### src/hdl/rro_defs.svh
// Purpose: constants for the reset-outcome identify word block
// Assumes: included by the block's package and module
// Notes:   register byte address is four times the register index
`ifndef RRO_DEFS_SVH
`define RRO_DEFS_SVH

// ****************************************
// register indices and bus layout
// ****************************************
`define RRO_IDX_W        8
`define RRO_IDX_LSB      2
`define RRO_IDX_PWR      8'h5b
`define RRO_IDX_PWREV    8'h5c
`define RRO_IDX_OUTCOME  8'h5d
`define RRO_IDX_CTRL     8'h5e
`define RRO_RESP_OKAY    2'h0
`define RRO_RESP_SLVERR  2'h2

// ****************************************
// outcome word fields
// ****************************************
`define RRO_B_TOP        15
`define RRO_B_VALID      14
`define RRO_TOP_VAL      2'h1
`define RRO_B_CABLE      13
`define RRO_B_D1_PDIAG   11
`define RRO_F_D1_METH_HI 10
`define RRO_F_D1_METH_LO 9
`define RRO_B_D1_ONE     8
`define RRO_B_D0_RESP    6
`define RRO_B_D0_DASP    5
`define RRO_B_D0_PDIAG   4
`define RRO_B_D0_DIAG    3
`define RRO_F_D0_METH_HI 2
`define RRO_F_D0_METH_LO 1
`define RRO_B_D0_ONE     0
`define RRO_LOW_W        13
`define RRO_LOW_RST      13'h0000
`define RRO_CTRL_RESP    0
`define RRO_CTRL_RST     1'h1

`endif

### src/hdl/rro_pkg.sv
// Purpose: shared types for the reset-outcome identify word block
// Assumes: rro_defs.svh holds the register and field numbers; the enum codes are set here
// Notes:   types only
`include "rro_defs.svh"
package rro_pkg;
  // capture state around the device's hardware reset
  typedef enum logic [0:0] {
    RRO_ST_RUN  = 1'b0,
    RRO_ST_CAPT = 1'b1
  } rro_state_e;
  // number-selection method codes, 00 never reported
  typedef enum logic [1:0] {
    RRO_M_RSVD   = 2'b00,
    RRO_M_JUMPER = 2'b01,
    RRO_M_CSEL   = 2'b10,
    RRO_M_OTHER  = 2'b11
  } rro_meth_e;
endpackage

### src/hdl/rro_outcome_regs.sv
// Purpose: builds the reset-outcome identify word and serves it on AXI4-Lite
// Assumes: one 20 MHz clock, pins are asynchronous to it
// Notes:   the low thirteen bits move only while the reset is running
//
// Operation
// - bits 12..0 hold still except during hardware reset
// - bit 15 reads zero, bit 14 reads one
// - bit 13 follows cable-id high and low threshold sensing
// - device 0 forces bits 12..8 to zero
// - device 1 bit 11 tells whether it asserted passed-diagnostics
// - device 1 bits 10..9 tell how its number was chosen
// - method 01 for jumper, 10 for cable select
// - method 11 for other or unknown method
// - device 1 reports bit 8 as one
// - device 1 forces bits 7..0 to zero
// - device 0 bit 6 tells whether it answers for device 1
// - device 0 records device-present seen from device 1
// - device 0 records passed-diagnostics seen from device 1
// - device 0 bits 2..1 use the same method encoding
`timescale 1ns/1ns
`include "rro_defs.svh"

module rro_outcome_regs
  import rro_pkg::*;
#(
  parameter int ADDR_W = 12
) (
  // clock and reset
  input  wire logic              clk,
  input  wire logic              rst_n,
  // axi4-lite write address
  input  wire logic [ADDR_W-1:0] awaddr,
  input  wire logic              awvalid,
  output logic                   awready,
  // axi4-lite write data
  input  wire logic [31:0]       wdata,
  input  wire logic [3:0]        wstrb,
  input  wire logic              wvalid,
  output logic                   wready,
  // axi4-lite write response
  output logic [1:0]             bresp,
  output logic                   bvalid,
  input  wire logic              bready,
  // axi4-lite read address
  input  wire logic [ADDR_W-1:0] araddr,
  input  wire logic              arvalid,
  output logic                   arready,
  // axi4-lite read data
  output logic [31:0]            rdata,
  output logic [1:0]             rresp,
  output logic                   rvalid,
  input  wire logic              rready,
  // device logic, same clock
  input  wire logic              hw_reset_busy,
  input  wire logic              self_diag_pass,
  input  wire logic [15:0]       pwr_level,
  input  wire logic [15:0]       pw_revision,
  // cable pins, asynchronous
  input  wire logic              cblid_above_hi,
  input  wire logic              cblid_below_lo,
  input  wire logic              dev_is_one,
  input  wire logic              num_by_jumper,
  input  wire logic              num_by_csel,
  input  wire logic              pdiag_asserted,
  input  wire logic              dasp_asserted
);

  // ****************************************
  // helpers
  // ****************************************

  // method field from the sensing pins; never the reserved code
  function automatic rro_meth_e meth_code(input logic jmp,
                                          input logic csl);
    meth_code = (jmp && !csl) ? RRO_M_JUMPER :
                (csl && !jmp) ? RRO_M_CSEL : RRO_M_OTHER;
  endfunction

  // register index from a byte address; upper bits must be zero
  function automatic logic [`RRO_IDX_W-1:0] idx_of(
      input logic [ADDR_W-1:0] a);
    idx_of = a[`RRO_IDX_LSB +: `RRO_IDX_W];
  endfunction

  function automatic logic mapped(input logic [ADDR_W-1:0] a);
    logic [`RRO_IDX_W-1:0] i;
    i = idx_of(a);
    // bits above the index would otherwise alias onto real registers
    mapped = ((a >> (`RRO_IDX_LSB + `RRO_IDX_W)) == '0) &&
             (a[`RRO_IDX_LSB-1:0] == '0) &&
             (i == `RRO_IDX_PWR || i == `RRO_IDX_PWREV ||
              i == `RRO_IDX_OUTCOME || i == `RRO_IDX_CTRL);
  endfunction

  // ****************************************
  // pin synchronisers
  // ****************************************
  localparam int NPIN = 7;
  logic [NPIN-1:0] pin_raw;
  logic [NPIN-1:0] pin_meta_reg;
  logic [NPIN-1:0] pin_sync_reg;

  assign pin_raw = {dasp_asserted, pdiag_asserted, num_by_csel,
                    num_by_jumper, dev_is_one, cblid_below_lo,
                    cblid_above_hi};

  // two flops each; only the second stage is read by logic
  genvar g;
  generate
    for (g = 0; g < NPIN; g++) begin : g_sync
      always_ff @(posedge clk or negedge rst_n) begin
        if (!rst_n) begin
          pin_meta_reg[g] <= 1'b0;
          pin_sync_reg[g] <= 1'b0;
        end else begin
          pin_meta_reg[g] <= pin_raw[g];
          pin_sync_reg[g] <= pin_meta_reg[g];
        end
      end
    end
  endgenerate

  logic cbl_hi_s;
  logic cbl_lo_s;
  logic dev1_s;
  logic jmp_s;
  logic csel_s;
  logic pdiag_s;
  logic dasp_s;
  assign {dasp_s, pdiag_s, csel_s, jmp_s, dev1_s, cbl_lo_s,
          cbl_hi_s} = pin_sync_reg;

  // ****************************************
  // reset capture
  // ****************************************
  rro_state_e state_reg;
  logic       ctrl_resp_reg;
  logic       pdiag_seen_reg;
  logic       pdiag_seen_next;
  logic       dasp_seen_reg;
  logic       dasp_seen_next;
  logic       cable_reg;
  logic [`RRO_LOW_W-1:0] low_reg;
  logic [`RRO_LOW_W-1:0] low_next;
  logic       entering;

  assign entering = (state_reg == RRO_ST_RUN) && hw_reset_busy;

  // state follows the reset; marks the first cycle of each reset
  always_ff @(posedge clk or negedge rst_n) begin
    if (!rst_n) begin
      state_reg <= RRO_ST_RUN;
    end else begin
      case (state_reg)
        RRO_ST_RUN:  state_reg <= hw_reset_busy ? RRO_ST_CAPT : RRO_ST_RUN;
        RRO_ST_CAPT: state_reg <= hw_reset_busy ? RRO_ST_CAPT : RRO_ST_RUN;
        default:     state_reg <= RRO_ST_RUN;
      endcase
    end
  end

  // sticky sightings: a pin seen on the clearing cycle still counts
  always_comb begin
    pdiag_seen_next = (entering ? 1'b0 : pdiag_seen_reg) | pdiag_s;
    dasp_seen_next  = (entering ? 1'b0 : dasp_seen_reg) | dasp_s;
  end

  always_ff @(posedge clk or negedge rst_n) begin
    if (!rst_n) begin
      pdiag_seen_reg <= 1'b0;
      dasp_seen_reg  <= 1'b0;
    end else if (hw_reset_busy) begin
      pdiag_seen_reg <= pdiag_seen_next;
      dasp_seen_reg  <= dasp_seen_next;
    end
  end

  // low thirteen bits of the word, laid out per device role
  always_comb begin
    low_next = `RRO_LOW_RST;
    if (dev1_s) begin
      // device 0 half stays zero on device 1
      low_next[`RRO_B_D1_PDIAG] = pdiag_seen_next;
      low_next[`RRO_F_D1_METH_HI:`RRO_F_D1_METH_LO] =
        meth_code(jmp_s, csel_s);
      low_next[`RRO_B_D1_ONE] = 1'b1;
    end else begin
      // device 1 half stays zero on device 0
      low_next[`RRO_B_D0_RESP]  = ctrl_resp_reg;
      low_next[`RRO_B_D0_DASP]  = dasp_seen_next;
      low_next[`RRO_B_D0_PDIAG] = pdiag_seen_next;
      low_next[`RRO_B_D0_DIAG]  = self_diag_pass;
      low_next[`RRO_F_D0_METH_HI:`RRO_F_D0_METH_LO] =
        meth_code(jmp_s, csel_s);
      low_next[`RRO_B_D0_ONE] = 1'b1;
    end
  end

  // only a running reset may move these bits
  always_ff @(posedge clk or negedge rst_n) begin
    if (!rst_n) begin
      low_reg <= `RRO_LOW_RST;
    end else if (hw_reset_busy) begin
      low_reg <= low_next;
    end
  end

  // cable level with hysteresis: between thresholds it holds
  always_ff @(posedge clk or negedge rst_n) begin
    if (!rst_n) begin
      cable_reg <= 1'b0;
    end else if (cbl_hi_s && !cbl_lo_s) begin
      cable_reg <= 1'b1;
    end else if (cbl_lo_s && !cbl_hi_s) begin
      cable_reg <= 1'b0;
    end
  end

  logic [15:0] outcome_word;
  assign outcome_word = {`RRO_TOP_VAL, cable_reg, low_reg};

  // ****************************************
  // axi4-lite write side
  // ****************************************
  logic                  aw_have_reg;
  logic [`RRO_IDX_W-1:0] aw_idx_reg;
  logic                  aw_ok_reg;
  logic                  w_have_reg;
  logic                  w_bit_reg;
  logic                  w_lane0_reg;

  assign awready = !aw_have_reg && !bvalid;
  assign wready  = !w_have_reg && !bvalid;

  // address and data land in either order; answer once both are in
  always_ff @(posedge clk or negedge rst_n) begin
    if (!rst_n) begin
      aw_have_reg <= 1'b0;
      aw_idx_reg  <= '0;
      aw_ok_reg   <= 1'b0;
      w_have_reg  <= 1'b0;
      w_bit_reg   <= 1'b0;
      w_lane0_reg <= 1'b0;
      bvalid      <= 1'b0;
      bresp       <= `RRO_RESP_OKAY;
    end else begin
      if (awvalid && awready) begin
        aw_have_reg <= 1'b1;
        aw_idx_reg  <= idx_of(awaddr);
        aw_ok_reg   <= mapped(awaddr);
      end
      if (wvalid && wready) begin
        w_have_reg  <= 1'b1;
        w_bit_reg   <= wdata[`RRO_CTRL_RESP];
        w_lane0_reg <= wstrb[0];
      end
      if (aw_have_reg && w_have_reg) begin
        aw_have_reg <= 1'b0;
        w_have_reg  <= 1'b0;
        bvalid      <= 1'b1;
        // read-only words and holes answer with an error
        bresp <= (aw_ok_reg && aw_idx_reg == `RRO_IDX_CTRL) ?
                 `RRO_RESP_OKAY : `RRO_RESP_SLVERR;
      end
      if (bvalid && bready) begin
        bvalid <= 1'b0;
      end
    end
  end

  // control bit: whether device 0 answers while device 1 is selected
  always_ff @(posedge clk or negedge rst_n) begin
    if (!rst_n) begin
      ctrl_resp_reg <= `RRO_CTRL_RST;
    end else if (aw_have_reg && w_have_reg && aw_ok_reg &&
                 aw_idx_reg == `RRO_IDX_CTRL && w_lane0_reg) begin
      ctrl_resp_reg <= w_bit_reg;
    end
  end

  // ****************************************
  // axi4-lite read side
  // ****************************************
  logic [`RRO_IDX_W-1:0] rd_idx_reg;

  assign arready = !rvalid;

  // one read at a time; data is registered at acceptance
  always_ff @(posedge clk or negedge rst_n) begin
    if (!rst_n) begin
      rvalid     <= 1'b0;
      rdata      <= '0;
      rresp      <= `RRO_RESP_OKAY;
      rd_idx_reg <= '0;
    end else if (arvalid && arready) begin
      rvalid     <= 1'b1;
      rd_idx_reg <= idx_of(araddr);
      rresp      <= mapped(araddr) ? `RRO_RESP_OKAY : `RRO_RESP_SLVERR;
      rdata      <= '0;
      if (mapped(araddr)) begin
        case (idx_of(araddr))
          `RRO_IDX_PWR:     rdata[15:0] <= pwr_level;
          `RRO_IDX_PWREV:   rdata[15:0] <= pw_revision;
          `RRO_IDX_OUTCOME: rdata[15:0] <= outcome_word;
          `RRO_IDX_CTRL:    rdata[1:0]  <= {hw_reset_busy, ctrl_resp_reg};
          default:          rdata       <= '0;
        endcase
      end
    end else if (rvalid && rready) begin
      rvalid <= 1'b0;
    end
  end

  // ****************************************
  // checks
  // ****************************************
  a_low_stable: assert property (@(posedge clk)
    disable iff (!rst_n) !hw_reset_busy |=> $stable(low_reg))
    else $error("outcome low bits moved outside reset");
  a_top_bits: assert property (@(posedge clk)
    disable iff (!rst_n) (rvalid && rresp == `RRO_RESP_OKAY && rd_idx_reg ==
    `RRO_IDX_OUTCOME) |-> rdata[`RRO_B_TOP:`RRO_B_VALID] == `RRO_TOP_VAL)
    else $error("outcome top bits wrong");
  a_cable_high: assert property (@(posedge clk)
    disable iff (!rst_n) (cbl_hi_s && !cbl_lo_s) |=> cable_reg)
    else $error("cable bit not set above high threshold");
  a_dev0_upper: assert property (@(posedge clk)
    disable iff (!rst_n) (hw_reset_busy && !dev1_s)
    |=> low_reg[`RRO_LOW_W-1:`RRO_B_D1_ONE] == '0)
    else $error("device 0 left device 1 field nonzero");
  a_dev1_pdiag: assert property (@(posedge clk)
    disable iff (!rst_n) (hw_reset_busy && dev1_s && pdiag_s)
    |=> low_reg[`RRO_B_D1_PDIAG])
    else $error("device 1 passed-diag bit missed");
  a_meth_nonzero: assert property (@(posedge clk)
    disable iff (!rst_n) low_reg[`RRO_B_D1_ONE] |->
    low_reg[`RRO_F_D1_METH_HI:`RRO_F_D1_METH_LO] != RRO_M_RSVD)
    else $error("reserved method code reported");
  a_meth_jumper: assert property (@(posedge clk)
    disable iff (!rst_n) (hw_reset_busy && dev1_s && jmp_s && !csel_s)
    |=> low_reg[`RRO_F_D1_METH_HI:`RRO_F_D1_METH_LO] == RRO_M_JUMPER)
    else $error("jumper method code wrong");
  a_meth_other: assert property (@(posedge clk)
    disable iff (!rst_n) (hw_reset_busy && !dev1_s && jmp_s == csel_s)
    |=> low_reg[`RRO_F_D0_METH_HI:`RRO_F_D0_METH_LO] == RRO_M_OTHER)
    else $error("unknown method code wrong");
  a_dev1_one: assert property (@(posedge clk)
    disable iff (!rst_n) (hw_reset_busy && dev1_s) |=> low_reg[`RRO_B_D1_ONE]
    && low_reg[`RRO_B_D1_ONE-1:`RRO_B_D0_ONE] == '0)
    else $error("device 1 field layout wrong");
  a_dev0_resp: assert property (@(posedge clk)
    disable iff (!rst_n) (hw_reset_busy && !dev1_s)
    |=> low_reg[`RRO_B_D0_RESP] == $past(ctrl_resp_reg))
    else $error("respond bit does not follow control");
  a_dasp_seen: assert property (@(posedge clk)
    disable iff (!rst_n) (hw_reset_busy && !dev1_s && dasp_s)
    ##1 (hw_reset_busy && !dev1_s)[*2] |=> low_reg[`RRO_B_D0_DASP])
    else $error("device-present sighting lost");
  a_dev0_pdiag: assert property (@(posedge clk)
    disable iff (!rst_n) (hw_reset_busy && !dev1_s && pdiag_s)
    |=> low_reg[`RRO_B_D0_PDIAG])
    else $error("passed-diag sighting lost");
  a_self_diag: assert property (@(posedge clk)
    disable iff (!rst_n) (hw_reset_busy && !dev1_s)
    |=> low_reg[`RRO_B_D0_DIAG] == $past(self_diag_pass))
    else $error("own diagnostics bit wrong");
endmodule

### config.mk
export PLATFORM = sky130hd
export DESIGN_NAME = rro_outcome_regs
export DESIGN_NICKNAME = d
export VERILOG_FILES = /design/src/hdl/rro_pkg.sv /design/src/hdl/rro_outcome_regs.sv
export VERILOG_INCLUDE_DIRS = /design/src /design/src/hdl
export SDC_FILE = /design/constraint.sdc
export NUM_CORES = 1
export LEC_CHECK = 0
export BUFFER_PORTS_ARGS = -buffer_cell sky130_fd_sc_hd__buf_4
export CORE_MARGIN = 10
export CORE_UTILIZATION = 45
export DETAILED_ROUTE_END_ITERATION = 6
export HOLD_SLACK_MARGIN = 0.05
export PLACE_DENSITY = 0.78
export SKIP_CTS_REPAIR_TIMING = 1
export SLEW_MARGIN = 25
export SYNTH_ARGS = -nofsm -noshare
export SYNTH_HDL_FRONTEND = slang
export SYNTH_SLANG_ARGS = --single-unit
### constraint.sdc
create_clock -name clk -period 2.05 [get_ports clk]
set_input_delay 0.41 -clock clk [delete_from_list [all_inputs] [get_ports clk]]
set_output_delay 0.41 -clock clk [all_outputs]
set_load 0.005 [all_outputs]
-- Word-level counts from Yosys, hierarchy flattened
Index checks and enable logic that the tools add are counted.
- register bits: 81
- latch bits: 0
- memory bits (writable): 0
- bits in read-only memories: 0
- input bits: 108
- output and inout bits: 41
- word-level logic and storage cells: 109
- memories: 0
- add/sub/neg operators: 0
- multiply operators: 0
- div/mod/pow operators: 0
- $lt $le $gt $ge: 0
- equality and inequality tests: 9
- shift operators: 0
- multiplexer cells: 22
- bitwise logic cells: 3
- reduce and logical (&&, ||, !) cells: 44
- operator list (operator ; number):
    8-bit by 7-bit equality test with 1-bit output (second input constant) ; 9
    14-bit one-hot mux with 3 select lines ; 1
    12-bit logical NOT ; 2
    1-bit logical AND ; 21
    16-bit 2-to-1 mux ; 1
    1-bit 2-to-1 mux ; 14
    2-bit nonzero test ; 5
    1-bit logical NOT ; 8
    2-bit one-hot mux with 4 select lines ; 1
    7-bit 2-to-1 mux ; 1
    1-bit logical OR ; 6
    2-bit 2-to-1 mux ; 3
    2-bit logical NOT ; 2
    4-bit 2-to-1 mux ; 1
    1-bit bitwise OR ; 2
    1-bit inverter ; 1

-- Longest topological paths before layout
Gate-level depths: netlist of the first run.
- depth after elaboration: 6
- depth in mapped cells: 8
- gate-level depth less buffers: 4

-- Least setup slack after synthesis of the first run
Ideal clock, no wire load.
- kind: input to register
- start point: input araddr[2]
- end point: register rdata[10]
- library setup time: 0.121 ns
- arrival time: 1.507 ns
- data required time: 1.929 ns
- path slack: 0.422 ns
- stages on the path: 8
- path buffers: 4
- cells stage by stage: buf_6 -> and3b_1 -> buf_6 -> nand2b_1 -> and4_4 -> buf_6 -> buf_6 -> a22o_1
- longest elaborated chain between the ends: 6
- elaborated cells on any way between the ends: 10
- those cells by class: 4 x eq/ne; 2 x mux; 4 x reduce/logical
- RTL lines (what ; line ; source):
    from (decl) ; rro_outcome_regs.sv:45 ; input wire logic [ADDR_W-1:0] araddr,
    8-bit by 7-bit equality test with 1-bit output ; rro_outcome_regs.sv:301 ; case (idx_of(araddr))
    1-bit logical OR (no line) (3 in a row) ; n/a ;
    1-bit logical AND ; rro_outcome_regs.sv:89 ; mapped = ((a >> (`RRO_IDX_LSB + `RRO_IDX_W)) == '0) &&
    16-bit 2-to-1 mux (*) ; rro_outcome_regs.sv:300 ; if (mapped(araddr)) begin
    to (signal assigned) ; rro_outcome_regs.sv:302 ; `RRO_IDX_PWR: rdata[15:0] <= pwr_level;
    to (signal assigned) ; rro_outcome_regs.sv:303 ; `RRO_IDX_PWREV: rdata[15:0] <= pw_revision;
    to (signal assigned) ; rro_outcome_regs.sv:304 ; `RRO_IDX_OUTCOME: rdata[15:0] <= outcome_word;
    to (decl) ; rro_outcome_regs.sv:49 ; output logic [31:0] rdata,
Mark *: on every way between the ends. The rest lies on a longest branch, timed or not.
A chain may end at the register's enable or synchronous reset.

-- Worst setup path in the final report of the first run
- start point: register rvalid
- end point: register rdata[7]
- longest elaborated chain between the ends: 2
- RTL lines (what ; line ; source):
    from (decl) ; rro_outcome_regs.sv:51 ; output logic rvalid,
    from (signal assigned) ; rro_outcome_regs.sv:291 ; rvalid <= 1'b0;
    from (signal assigned) ; rro_outcome_regs.sv:296 ; rvalid <= 1'b1;
    from (signal assigned) ; rro_outcome_regs.sv:310 ; rvalid <= 1'b0;
    1-bit logical NOT ; rro_outcome_regs.sv:286 ; assign arready = !rvalid;
    1-bit logical AND ; rro_outcome_regs.sv:295 ; end else if (arvalid && arready) begin
Every way passes these cells.

==> results of run 1 <==
[Yosys cell counts]
cell	n	share of area (%)
sky130_fd_sc_hd__o2111ai_1	1	0.31
sky130_fd_sc_hd__buf_4	18	4.8
sky130_fd_sc_hd__nand4_1	1	0.22
sky130_fd_sc_hd__nor3b_1	2	0.54
sky130_fd_sc_hd__nand4bb_1	1	0.40
sky130_fd_sc_hd__a21boi_0	1	0.27
sky130_fd_sc_hd__nand3b_1	1	0.27
sky130_fd_sc_hd__nor2b_1	5	1.1
sky130_fd_sc_hd__nor3_1	2	0.36
sky130_fd_sc_hd__dfstp_2	1	0.94
sky130_fd_sc_hd__o21ai_0	14	2.5
sky130_fd_sc_hd__a21boi_1	1	0.27
sky130_fd_sc_hd__nor2_1	5	0.67
sky130_fd_sc_hd__a22o_1	20	6.3
sky130_fd_sc_hd__nand2_1	46	6.2
sky130_fd_sc_hd__a22oi_1	1	0.27
sky130_fd_sc_hd__ha_1	1	0.45
sky130_fd_sc_hd__a21o_1	1	0.27
sky130_fd_sc_hd__nand2b_1	5	1.1
sky130_fd_sc_hd__o21ai_1	4	0.72
sky130_fd_sc_hd__and4_4	1	0.40
sky130_fd_sc_hd__inv_1	17	2.3
sky130_fd_sc_hd__dfrtp_1	62	55
sky130_fd_sc_hd__o31ai_1	1	0.27
sky130_fd_sc_hd__mux2i_1	12	4.3
sky130_fd_sc_hd__buf_1	1	0.13
sky130_fd_sc_hd__clkbuf_1	5	0.67
sky130_fd_sc_hd__xor2_1	1	0.31
sky130_fd_sc_hd__and3b_1	1	0.31
sky130_fd_sc_hd__a21oi_1	4	0.72
sky130_fd_sc_hd__buf_2	2	0.36
sky130_fd_sc_hd__buf_6	4	1.6
sky130_fd_sc_hd__nor4b_1	1	0.31
sky130_fd_sc_hd__nor4_1	1	0.22
sky130_fd_sc_hd__nand4b_1	1	0.31
sky130_fd_sc_hd__mux2_2	2	0.80
sky130_fd_sc_hd__o22ai_1	9	2.0
sky130_fd_sc_hd__conb_1	1	0.13
sky130_fd_sc_hd__and2_1	1	0.22
sky130_fd_sc_hd__mux2_1	3	1.2
[metrics by stage]
| step | hold WS (ns) | cell area, µm² | util [%] |
|---|---|---|---|
| final | 0.150 | 3650 | 60.9 |
| after global routing | 0.167 | 3650 | 60.9 |
| after CTS | 0.170 | 3650 | 60.9 |
| after detailed placement | 0.336 | 3490 | 58.2 |
| after global placement | 0.331 | 3490 | 58.2 |
| after floorplan | 0.114 | 2860 | - |
[worst max path at each step]
stage | cells past startpoint | to | slack (ns) | start
global placement | 4 | rdata[12]$_DFFE_PN0P_ | 0.48 | araddr[11]
global route | 4 | ctrl_resp_reg$_DFFE_PN1P_ | 0.43 | aw_idx_reg[5]$_DFFE_PN0P_
finish | 4 | rdata[7]$_DFFE_PN0P_ | 0.55 | rvalid$_DFFE_PN0P_
floorplan | 8 | rdata[10]$_DFFE_PN0P_ | 0.42 | araddr[2]
detailed placement | 4 | rdata[13]$_DFFE_PN0P_ | 0.45 | araddr[11]
CTS | 4 | ctrl_resp_reg$_DFFE_PN1P_ | 0.53 | aw_idx_reg[7]$_DFFE_PN0P_
[metal layers]
layer | up-vias | part of all wire (%) | GRT usage [%]
met5 | - | 0 | 0
met4 | 0 | 1.2 | 5.40
met3 | 7 | 9.5 | 6.08
met2 | 94 | 42 | 19.1
met1 | 976 | 47 | 18.0
li1 | 1047 | - | -
[final cells by class]
type	count	area, µm²
inverter	17	63.8
clock inverter	1	5.00
multi-input combinational	168	1010
fill	531	2340
clock buffer	13	159
sequential	63	1580
tap	75	93.8
timing repair buffer	99	743
[where the power goes]
group          switching (W)  internal, W  total, W
Combinational       0.000261     0.000274  0.000536
Sequential          0.000109      0.00141   0.00152
Clock               0.000423     0.000490  0.000914
Total               0.000794      0.00218   0.00297
[worst max-delay path, cell delays in order (launching register included)]
cell and delay (ns):
sky130_fd_sc_hd__dfrtp_1 0.39, sky130_fd_sc_hd__nand2b_1 0.16, sky130_fd_sc_hd__nor3b_1 0.31, sky130_fd_sc_hd__and4_4 0.40
sky130_fd_sc_hd__a22o_1 0.16
[kinds of logic (layout without fill, tap and decap cells)]
logic type,count (synthesis),in the layout,share of synthesized area (%)
simple gates,74,74,12.7
flops,63,63,56.4
other cells,1,18,0.134
xor+xnor,1,1,0.313
fa+ha+maj,1,1,0.447
compound gates,57,57,13.9
buf+inv,47,130,9.88
mux,17,17,6.31
==> results.txt, run 1 <==
The flow ran to the end, and the final reports show no timing, DRC or antenna violations. The number of optimization iterations in the first detailed-route pass is 4. The number of antenna violations at the first check in global routing came to 0.

The cell sitting at the root of the clock tree is a sky130_fd_sc_hd__clkbuf_8. The synthesized netlist contains 40 unique library cells. The setup slack of the most critical reg-to-reg path came out at roughly 0.55 ns.

The flip-flop count of the largest register, all copies and words added came out at 16. The final period utilization is between 70% and 80%. IR analysis of the VDD net gives a maximum drop of ~0.47 mV.

TritonCTS built the clock tree. The net count reported at finish came out at 467. The final setup violation count came out at 0. The cell area power density came out at roughly 800 nW/µm². The first-iteration detailed-routing DRC count is 79. The area growth from synthesis to layout came out at 30.5%. The die is about 99 µm tall.

The worst setup skew after layout is 0.00764 ns. The total clock buffers created by CTS is 9. Leaving out filler cells and counting taps, the final layout contains 436.

The via count of the first global-routing pass is 2182. The remaining routing DRC violations is 0. Clock-pin slew was measured on the worst setup and hold paths at ~0.070 ns. The critical path arrival is 1.76 ns. The synthesized netlist occupies a cell area of between 2000 and 3000 µm². The placed instance count is 422. The count of pins over their slew limit is 0. The endpoint identified for the worst register-to-register timing path is rdata[7]$_DFFE_PN0P_. Leaving out fill and tap cells, the most frequent cell in the layout is sky130_fd_sc_hd__buf_4. The final critical path time including I/O delays and setup came out at 1.50 ns. The register bit total from synthesis is 63. Of the cells placed in the final design, the portion with a size suffix greater than 1 is 31.9%. In this run the critical register-to-register path is launched from rvalid$_DFFE_PN0P_. The count of cells along the worst register-to-register path is 4.

In the final timing run, aggregate negative setup slack is 0 ns. The top cell types in the final layout, fill and taps aside, are 99 x sky130_fd_sc_hd__buf_4, 62 x sky130_fd_sc_hd__dfrtp_1, 46 x sky130_fd_sc_hd__nand2_1. The tightest min-delay check is of the input pin to async pin type. The first global-routing pass estimated ~11000 µm of wire. The number of vias after detailed routing is 2124.

The total number of H-tree levels is 3. The analysis attributes to cell leakage a power of 1.86 nW. Timing would allow up to around 670 MHz. The mean cell area of the mapped netlist is 10.7 µm². The effective utilization at floorplan came out at between 40% and 50%. Setup repair after global routing left no endpoint under its margin. The maximum number of pins on one net before global-route repair is 64. The maximum fanout along the worst path is 14. The total overflow left after global routing is 0.

The count of standard-cell rows came out at 28. The buffer depth of the longest clock path came out at 2. The total global-route track usage came out at between 10% and 20%. The worst setup path is launched from a register. Synthesis produced 261 cells. At the placement stage, the worst setup path has a slack of between 0.4 and 0.5 ns.

The sequential share of the synthesized area came out at a little under three fifths. The die is 98.9 µm wide. The detail route stage leaves a number of antenna-violating nets equal to 0. The routed design has around 6800 µm of wire. Dividing the detail-routed wire length by the instance count gives 15.5 µm. The number of hold violations in the final report is 0. Routability-driven placement finished with a final weighted congestion of around 0.77.

The completed layout was analyzed and its total power is 0.00297 W. The clock net in this run drives a total of 63 sinks. The number of warnings reported in the yosys synthesis log is 0. The sum of net half-perimeters after detailed placement came out at 5190 µm. The clock latency reported for the late side of the worst-skew pair is 0.33 ns. The data required time at the worst endpoint is 2.31 ns. The total core area is 5990 µm². STA classifies the critical path endpoint as a register. The total inserted antenna cells is 0. The worst max-slew margin expressed relative to the limit came out at between 40% and 50%.

The die covers between 9000 and 10000 µm². The number of primary I/O pins is 149. The worst setup path is of the register to register kind.

The slew at the pin with the worst max-slew slack came out at 0.781 ns. Using the TritonRoute via totals, the vias-per-cell ratio works out to slightly below 5. In the post-route analysis, the smallest setup slack over all paths is 0.554 ns. The count of input and output buffers is 96.

Across the run, the number of max-cap violations was 0.
No activity file was read; power rests on OpenSTA's default activity.
==> inputs of run 2 (changes only) <==
--- a/config.mk
+++ b/config.mk
@@ -8,10 +8,10 @@
 export LEC_CHECK = 0
 export BUFFER_PORTS_ARGS = -buffer_cell sky130_fd_sc_hd__buf_4
 export CORE_MARGIN = 10
-export CORE_UTILIZATION = 45
+export CORE_UTILIZATION = 40
 export DETAILED_ROUTE_END_ITERATION = 6
 export HOLD_SLACK_MARGIN = 0.05
-export PLACE_DENSITY = 0.78
+export PLACE_DENSITY = 0.73
 export SKIP_CTS_REPAIR_TIMING = 1
 export SLEW_MARGIN = 25
 export SYNTH_ARGS = -nofsm -noshare
==> constraint.sdc (replaced) <==
create_clock -name clk -period 1.2 [get_ports clk]
set_input_delay 0.24 -clock clk [delete_from_list [all_inputs] [get_ports clk]]
set_output_delay 0.24 -clock clk [all_outputs]
set_load 0.005 [all_outputs]
==> run 2 against run 1 <==
Effect of this change:
- the run now ends with negative setup slack left
- die area rose by 9.9%
- setup slack got worse by 0.75 ns
- worst hold slack worse by 0.084 ns
- combinational power rose to 2.8 times the previous value
- sequential power rose by 72%
- clock skew grew 0.0017 ns
- first-iteration DRC count is 19% lower
- sequential share of layout area down 5.1 points
- global-route usage is 0.53 points lower
- largest cell class unchanged
- largest power group unchanged
==> results.txt, run 2 (synthesis results as in run 1) <==
The utilization after layout came out at approximately 60%. The clock passes through at most 2 buffers. The flip-flop count of the largest register, all copies and words added is 16. The remaining routing DRC violations came out at 0. In this run the worst hold path is classified as input pin to register. The maximum VDD drop came out at 0.923 mV. The maximum fanout along the worst path is 3. TritonCTS built the clock tree.

The full die area came out at 10700 µm². At the worst endpoint, the required time is about 0.96 ns. The total inserted antenna cells is 0. In the global route stage, overall resource usage came out at between 10% and 20%. The average wire per standard cell is 15.1 µm. The worst setup slack before clock tree synthesis came out at -0.203 ns. STA classifies the critical path endpoint as an output port. The clock tree synthesis step divided the H-tree into 3 levels. Counting the fill cells in the layout gives roughly 570. After layout, the worst setup slack is -0.194 ns. The count of standard-cell rows is 30.

Summed over all nets, the half-perimeter wirelength after detailed placement is 5620 µm. The total congestion overflow after global routing came out at 0. The number of hold violations in the final report is 0.

The critical path arrival came out at 1.15 ns. The core region is 6790 µm². The run finished, with violations left.

The library cell used most frequently in the layout, excluding fill and tap cells, is sky130_fd_sc_hd__buf_4. The final period utilization came out at 116%. The final critical path time including I/O delays and setup is between 1 and 1.5 ns.

The total detailed-routing wirelength came out at approximately 7400 µm. Setup repair after global routing could not meet its margin everywhere. At the pin with the least slew margin, the transition time is about 0.67 ns. The max-capacitance violation count is 0. The share of cells above drive strength 1 came out at between 30% and 40%. The count of pins over their slew limit is 0.

The first-iteration detailed-routing DRC count came out at 64. The final reports fail on negative setup slack. The wire length of the first global-routing pass is approximately 12000 µm. The sink count of the clock tree is 63.

The multi-input gate area in the final layout is 1110 µm². From bottom edge to top edge, the die measures around 100 µm. The detailed-route vias per instance is 4.65. By startpoint and endpoint, the worst setup path is classified as register to output port.

Compared with the post-synthesis result, the final layout area differs by 47.9%. The startpoint kind of the worst setup timing path is a register. The number of primary I/O pins is 149. Leaving out fill and tap cells, the most frequent cells in the layout are 112 x sky130_fd_sc_hd__buf_4, 61 x sky130_fd_sc_hd__dfrtp_1, 45 x sky130_fd_sc_hd__nand2_1. The number of vias after detailed routing came out at 2282.

The maximum clock frequency came out at a little over 700 MHz. The leakage component of the power is 2.09 nW. The first TritonRoute pass finished after 4 iterations.

The chip width is 104 µm. The area taken by flip-flops and latches came out at 1580 µm². Clock skew on the completed layout was measured at 0.00936 ns. The via count of the first global-routing pass came out at 2318.

The cell area power density is 1490 nW/µm². The number of antenna violations at the first check in global routing came out at 0. The global placement routability congestion came out at roughly 0.8. The count of input and output buffers came out at 96.

Clock-pin slew was measured on the worst setup and hold paths at 0.07 ns. Hold timing on the final database bottoms out at a slack of roughly 0.066 ns. Entering global routing, the biggest net connects 32 pins. The total clock buffers created by CTS came out at 9.

The worst max-slew margin expressed relative to the limit came out at between 50% and 60%. The final sum of negative setup slack is -3.29 ns. The antenna violation net count after detailed routing came out at 0. At the later pin of the worst-skew pair, clock insertion delay measures 0.34 ns. Setup violations remaining at the end of the flow were counted as 26.

CTS placed an instance of sky130_fd_sc_hd__clkbuf_8 at the clock tree root. The effective utilization at floorplan is 41.2%. The net count reported at finish came out at 499.
## run 2: final timing paths
check | slack (ns) | start | endpoint | cells after the start
worst max-delay path | -0.19 | aw_have_reg$_DFFE_PN0P_ | awready | 4
worst min-delay path | 0.07 | rready | rvalid$_DFFE_PN0P_ | 2
worst max register to register | -0.19 | rvalid$_DFFE_PN0P_ | rdata[10]$_DFFE_PN0P_ | 4
worst min register to register | 0.34 | pin_meta_reg[0]$_DFF_PN0_ | cbl_hi_s$_DFF_PN0_ | 0
max in group asynchronous | 0.38 | rst_n | bvalid$_DFFE_PN0P_ | 3
min in group asynchronous | 0.33 | rst_n | rdata[13]$_DFFE_PN0P_ | 2
## run 2: metrics by stage
step           std cells  power [W]  area (µm²)
2_1_floorplan        278    0.00315        2890
3_3_place_gp         464    0.00376        3700
3_5_place_dp         464    0.00380        3700
4_1_cts              480    0.00585        3920
5_1_grt              491    0.00651        4140
6_report             491    0.00615        4140
## run 2: where the power goes
part	switching [W]	total [W]	leakage, nW	internal [W]
Clock	0.000800	0.00203	0.110	0.00123
Combinational	0.000622	0.00151	1.19	0.000887
Sequential	0.000201	0.00261	0.786	0.00241
Total	0.00162	0.00615	2.09	0.00453
## run 2: worst max-delay path: stages (launching register included)
cell,delay [ns]
sky130_fd_sc_hd__dfrtp_1,0.39
sky130_fd_sc_hd__buf_6,0.13
sky130_fd_sc_hd__nor2_4,0.11
sky130_fd_sc_hd__buf_6,0.10
sky130_fd_sc_hd__buf_6,0.08
## run 2: per-layer routing
metal  track usage (%)  vias up  routed length [µm]
met2              19.7       88                3470
met5                 0        -                   0
li1                  -     1119                   -
met1              16.7     1063                3390
met4              5.44        0                 136
met3              4.52       12                 424
## run 2: area by class of cell
| type | instances | area share (%) |
|---|---|---|
| Sequential cell | 63 | 38.1 |
| Multi-Input combinational cell | 169 | 26.8 |
| Timing Repair Buffer | 130 | 25.2 |
| Clock buffer | 11 | 3.42 |
| Tap cell | 96 | 2.90 |
| Clock inverter | 5 | 1.96 |
| Inverter | 17 | 1.60 |
==> inputs of run 3 (changes only) <==
--- a/config.mk
+++ b/config.mk
@@ -9,6 +9,7 @@
 export BUFFER_PORTS_ARGS = -buffer_cell sky130_fd_sc_hd__buf_4
 export CORE_MARGIN = 10
 export CORE_UTILIZATION = 40
+export CTS_CLUSTER_DIAMETER = 30
 export DETAILED_ROUTE_END_ITERATION = 6
 export HOLD_SLACK_MARGIN = 0.05
 export PLACE_DENSITY = 0.73
@@ -17,3 +18,4 @@
 export SYNTH_ARGS = -nofsm -noshare
 export SYNTH_HDL_FRONTEND = slang
 export SYNTH_SLANG_ARGS = --single-unit
+export TNS_END_PERCENT = 50
==> run 3 against run 2 <==
Effect of this change:
- the flow still finishes with violations (negative setup slack)
- sequential power is essentially flat
- first-iteration DRC count shrank 33%
- non-clock buffer count shrank 4
- final cell count shrank 0.81%
- wire length is essentially flat
- clock power shrank 13%
- power shrank 8.2%
- worst hold slack gained 0.013 ns
- die area is the same
- critical path depth is the same
- highest routed layer unchanged
==> results.txt, run 3 (synthesis results as in run 1) <==
The run finished, with violations left. The final reports fail on negative setup slack. In the routed design, unresolved DRC markers number 0. In the layout the commonest cells are 113 x sky130_fd_sc_hd__buf_4, 62 x sky130_fd_sc_hd__dfrtp_1, 46 x sky130_fd_sc_hd__nand2_1. The busiest layer in global routing is met2. Setup repair after global routing could not meet its margin everywhere.

The family with the most delay on the worst path is flip-flops. The met2 layer usage reported by global route is around a fifth. The final layout contains routed wiring with a total length of 7420 µm. For this run the aggregate overflow at the end of global routing stands at 0. The final setup violation count is 26.

The share of cells above drive strength 1 is 36.8%. The internal portion of the total power is 0.00414 W. The total number of H-tree levels is 3. TritonCTS built the clock tree. The sink count of the clock tree is 63. The cell with the biggest individual delay on the critical path is sky130_fd_sc_hd__dfrtp_1.

The clock passes through at most 2 buffers. The area growth from synthesis to layout came out at 43.6%. The most critical setup path has its startpoint at aw_have_reg$_DFFE_PN0P_. The count of pins over their slew limit came to 0.

The leakage component of the power is 2.04 nW. VDD sags by at most 0.585 mV. In this run, the clock network consumes 31.3% of the power. The number of primary I/O pins came out at 149. The data required time at the worst endpoint is 0.96 ns.

The slew at the pin with the worst max-slew slack came out at roughly 0.58 ns. Leaving out filler cells and counting taps, the final layout contains 487. The utilization after layout is 59.2%. The count of standard-cell rows came out at 30. The finished cells cover around 4000 µm².

The startpoint kind of the worst setup timing path is a register. The met3 usage is 4.28%. The worst max-slew margin expressed relative to the limit is 61.4%.

The maximum clock frequency came out at 722 MHz. The fraction of power consumed by combinational cells came out at 22.9%. The first global-routing pass estimated around 11000 µm of wire. The average wire per standard cell came out at approximately 15 µm. The root buffer cell chosen for the clock tree is sky130_fd_sc_hd__clkbuf_8. The detailed-route vias per instance is around 4.7.

The global placement routability congestion came out at 0.809. The via count of the first global-routing pass came out at about 2300. The switching power share of the total came out at 26.7%. The worst setup skew after layout came out at 0.00814 ns.

The chip width came out at 104 µm. STA classifies the critical path endpoint as an output port. The maximum number of pins on one net before global-route repair came out at 24. The path class of the tightest hold or removal check is input pin to register. The launch point of the worst hold path is bready. The signal on the critical path passes through buf_6 > nor2_4 > buf_6 > buf_6. The maximum fanout along the worst path came out at 3. The number of antenna violations at the first check in global routing is 0.

The flip-flop count of the largest register, all copies and words added is 16. After clock tree synthesis, the clock-pin slew on the worst setup and hold paths is 0.06 ns. The critical path buffer and inverter count is 3. The number of fill cells came out at 598. After detailed placement, the total cell area comes to 3670 µm². Once the floorplan was initialized, standard cells occupied 41.2% of the core. The cell repeated most along the worst path is sky130_fd_sc_hd__buf_6. The total inserted antenna cells is 0. The die boundary height came out at 104 µm. The startpoint of the worst register-to-register path is aw_have_reg$_DFFE_PN0P_. Input and output buffers added on the ports amount to between 90 and 100. The number of vias after detailed routing came out at ~2300. The worst setup path is of the register to output port kind.

The number of optimization iterations in the first detailed-route pass came out at 4. The total global-route track usage is 12.9%. The net count reported at finish is slightly below 500. Leaving out fill and tap cells, the most frequent cell in the layout is sky130_fd_sc_hd__buf_4. The total clock buffers created by CTS came out at 9. The total core area came out at 6790 µm². The stage delay of the slowest cell on the critical path is 0.40 ns. The worst setup slack before clock tree synthesis came out at -0.230 ns.

The first-iteration detailed-routing DRC count came out at 43. The sequential group share of total power is between 40 and 50%. The die covers ~11000 µm². The met1 routing resource usage after global routing is 16.5%. The number of hold violations in the final report came out at 0. The switching power came out at 0.00151 W.

The wire-length estimate of the detail-placed layout is 5670 µm. The max-capacitance violation count is 0. The placed instance count is 459. The antenna violation net count after detailed routing came out at 0.

The cell area power density came out at around 1400 nW/µm². The clock latency reported for the late side of the worst-skew pair is 0.33 ns. The final setup slack of the worst path is -0.185 ns.

The final critical path time including I/O delays and setup came out at ~1.4 ns. The final period utilization came out at 115%. At the worst endpoint, the arrival time is 1.15 ns.
==> run 3: path summary, 6_finish.rpt <==
path,end,slack (ns),cells after the start
setup / recovery,awready,-0.19,4
hold / removal,bvalid$_DFFE_PN0P_,0.08,2
setup reg to reg,ctrl_resp_reg$_DFFE_PN1P_,-0.16,5
hold reg to reg,dasp_s$_DFF_PN0_,0.35,0
max in group asynchronous,rdata[1]$_DFFE_PN0P_,0.45,3
min in group asynchronous,rdata[11]$_DFFE_PN0P_,0.29,2
==> run 3: cell type report <==
type / instances / area [µm²] / area share, %
Sequential cell: 63 / 1580 / 39.3
Multi-Input combinational cell: 169 / 1060 / 26.5
Timing Repair Buffer: 126 / 1000 / 24.9
Clock buffer: 12 / 145 / 3.61
Tap cell: 96 / 120 / 2.99
Inverter: 17 / 63.8 / 1.59
Clock inverter: 4 / 45.0 / 1.12
==> run 3: worst reg2reg max path, cell delays in order, from the launching register on <==
cell and delay (ns):
sky130_fd_sc_hd__dfrtp_1 0.37, sky130_fd_sc_hd__buf_4 0.12, sky130_fd_sc_hd__nand4_1 0.13, sky130_fd_sc_hd__nor4_4 0.26, sky130_fd_sc_hd__nand2_1 0.11, sky130_fd_sc_hd__mux2_4 0.31
==> run 3: metrics by stage <==
| step | hold WS, ns | total power [W] | TNS [ns] |
|---|---|---|---|
| 2_1_floorplan | -0.0556 | 0.00315 | -3.23 |
| 3_3_place_gp | 0.101 | 0.00370 | -2.96 |
| 3_5_place_dp | 0.103 | 0.00374 | -3.29 |
| 4_1_cts | -0.261 | 0.00552 | -3.16 |
| 5_1_grt | 0.0646 | 0.00597 | -4.15 |
| 6_report | 0.0785 | 0.00564 | -2.29 |
==> run 3: power by group through the flow <==
stage          clock, W  sequential [W]  combinational [W]
6_report        0.00176         0.00259            0.00129
5_1_grt         0.00191         0.00261            0.00145
4_1_cts         0.00181         0.00256            0.00114
3_5_place_dp          0         0.00260            0.00114
3_3_place_gp          0         0.00259            0.00111
2_1_floorplan         0         0.00258           0.000564
==> run 3: per-layer routing <==
layer	share of wire, %	wire (µm)
met4	0.62	46
met2	47	3520
met5	0	0
met3	5.8	428
met1	46	3420
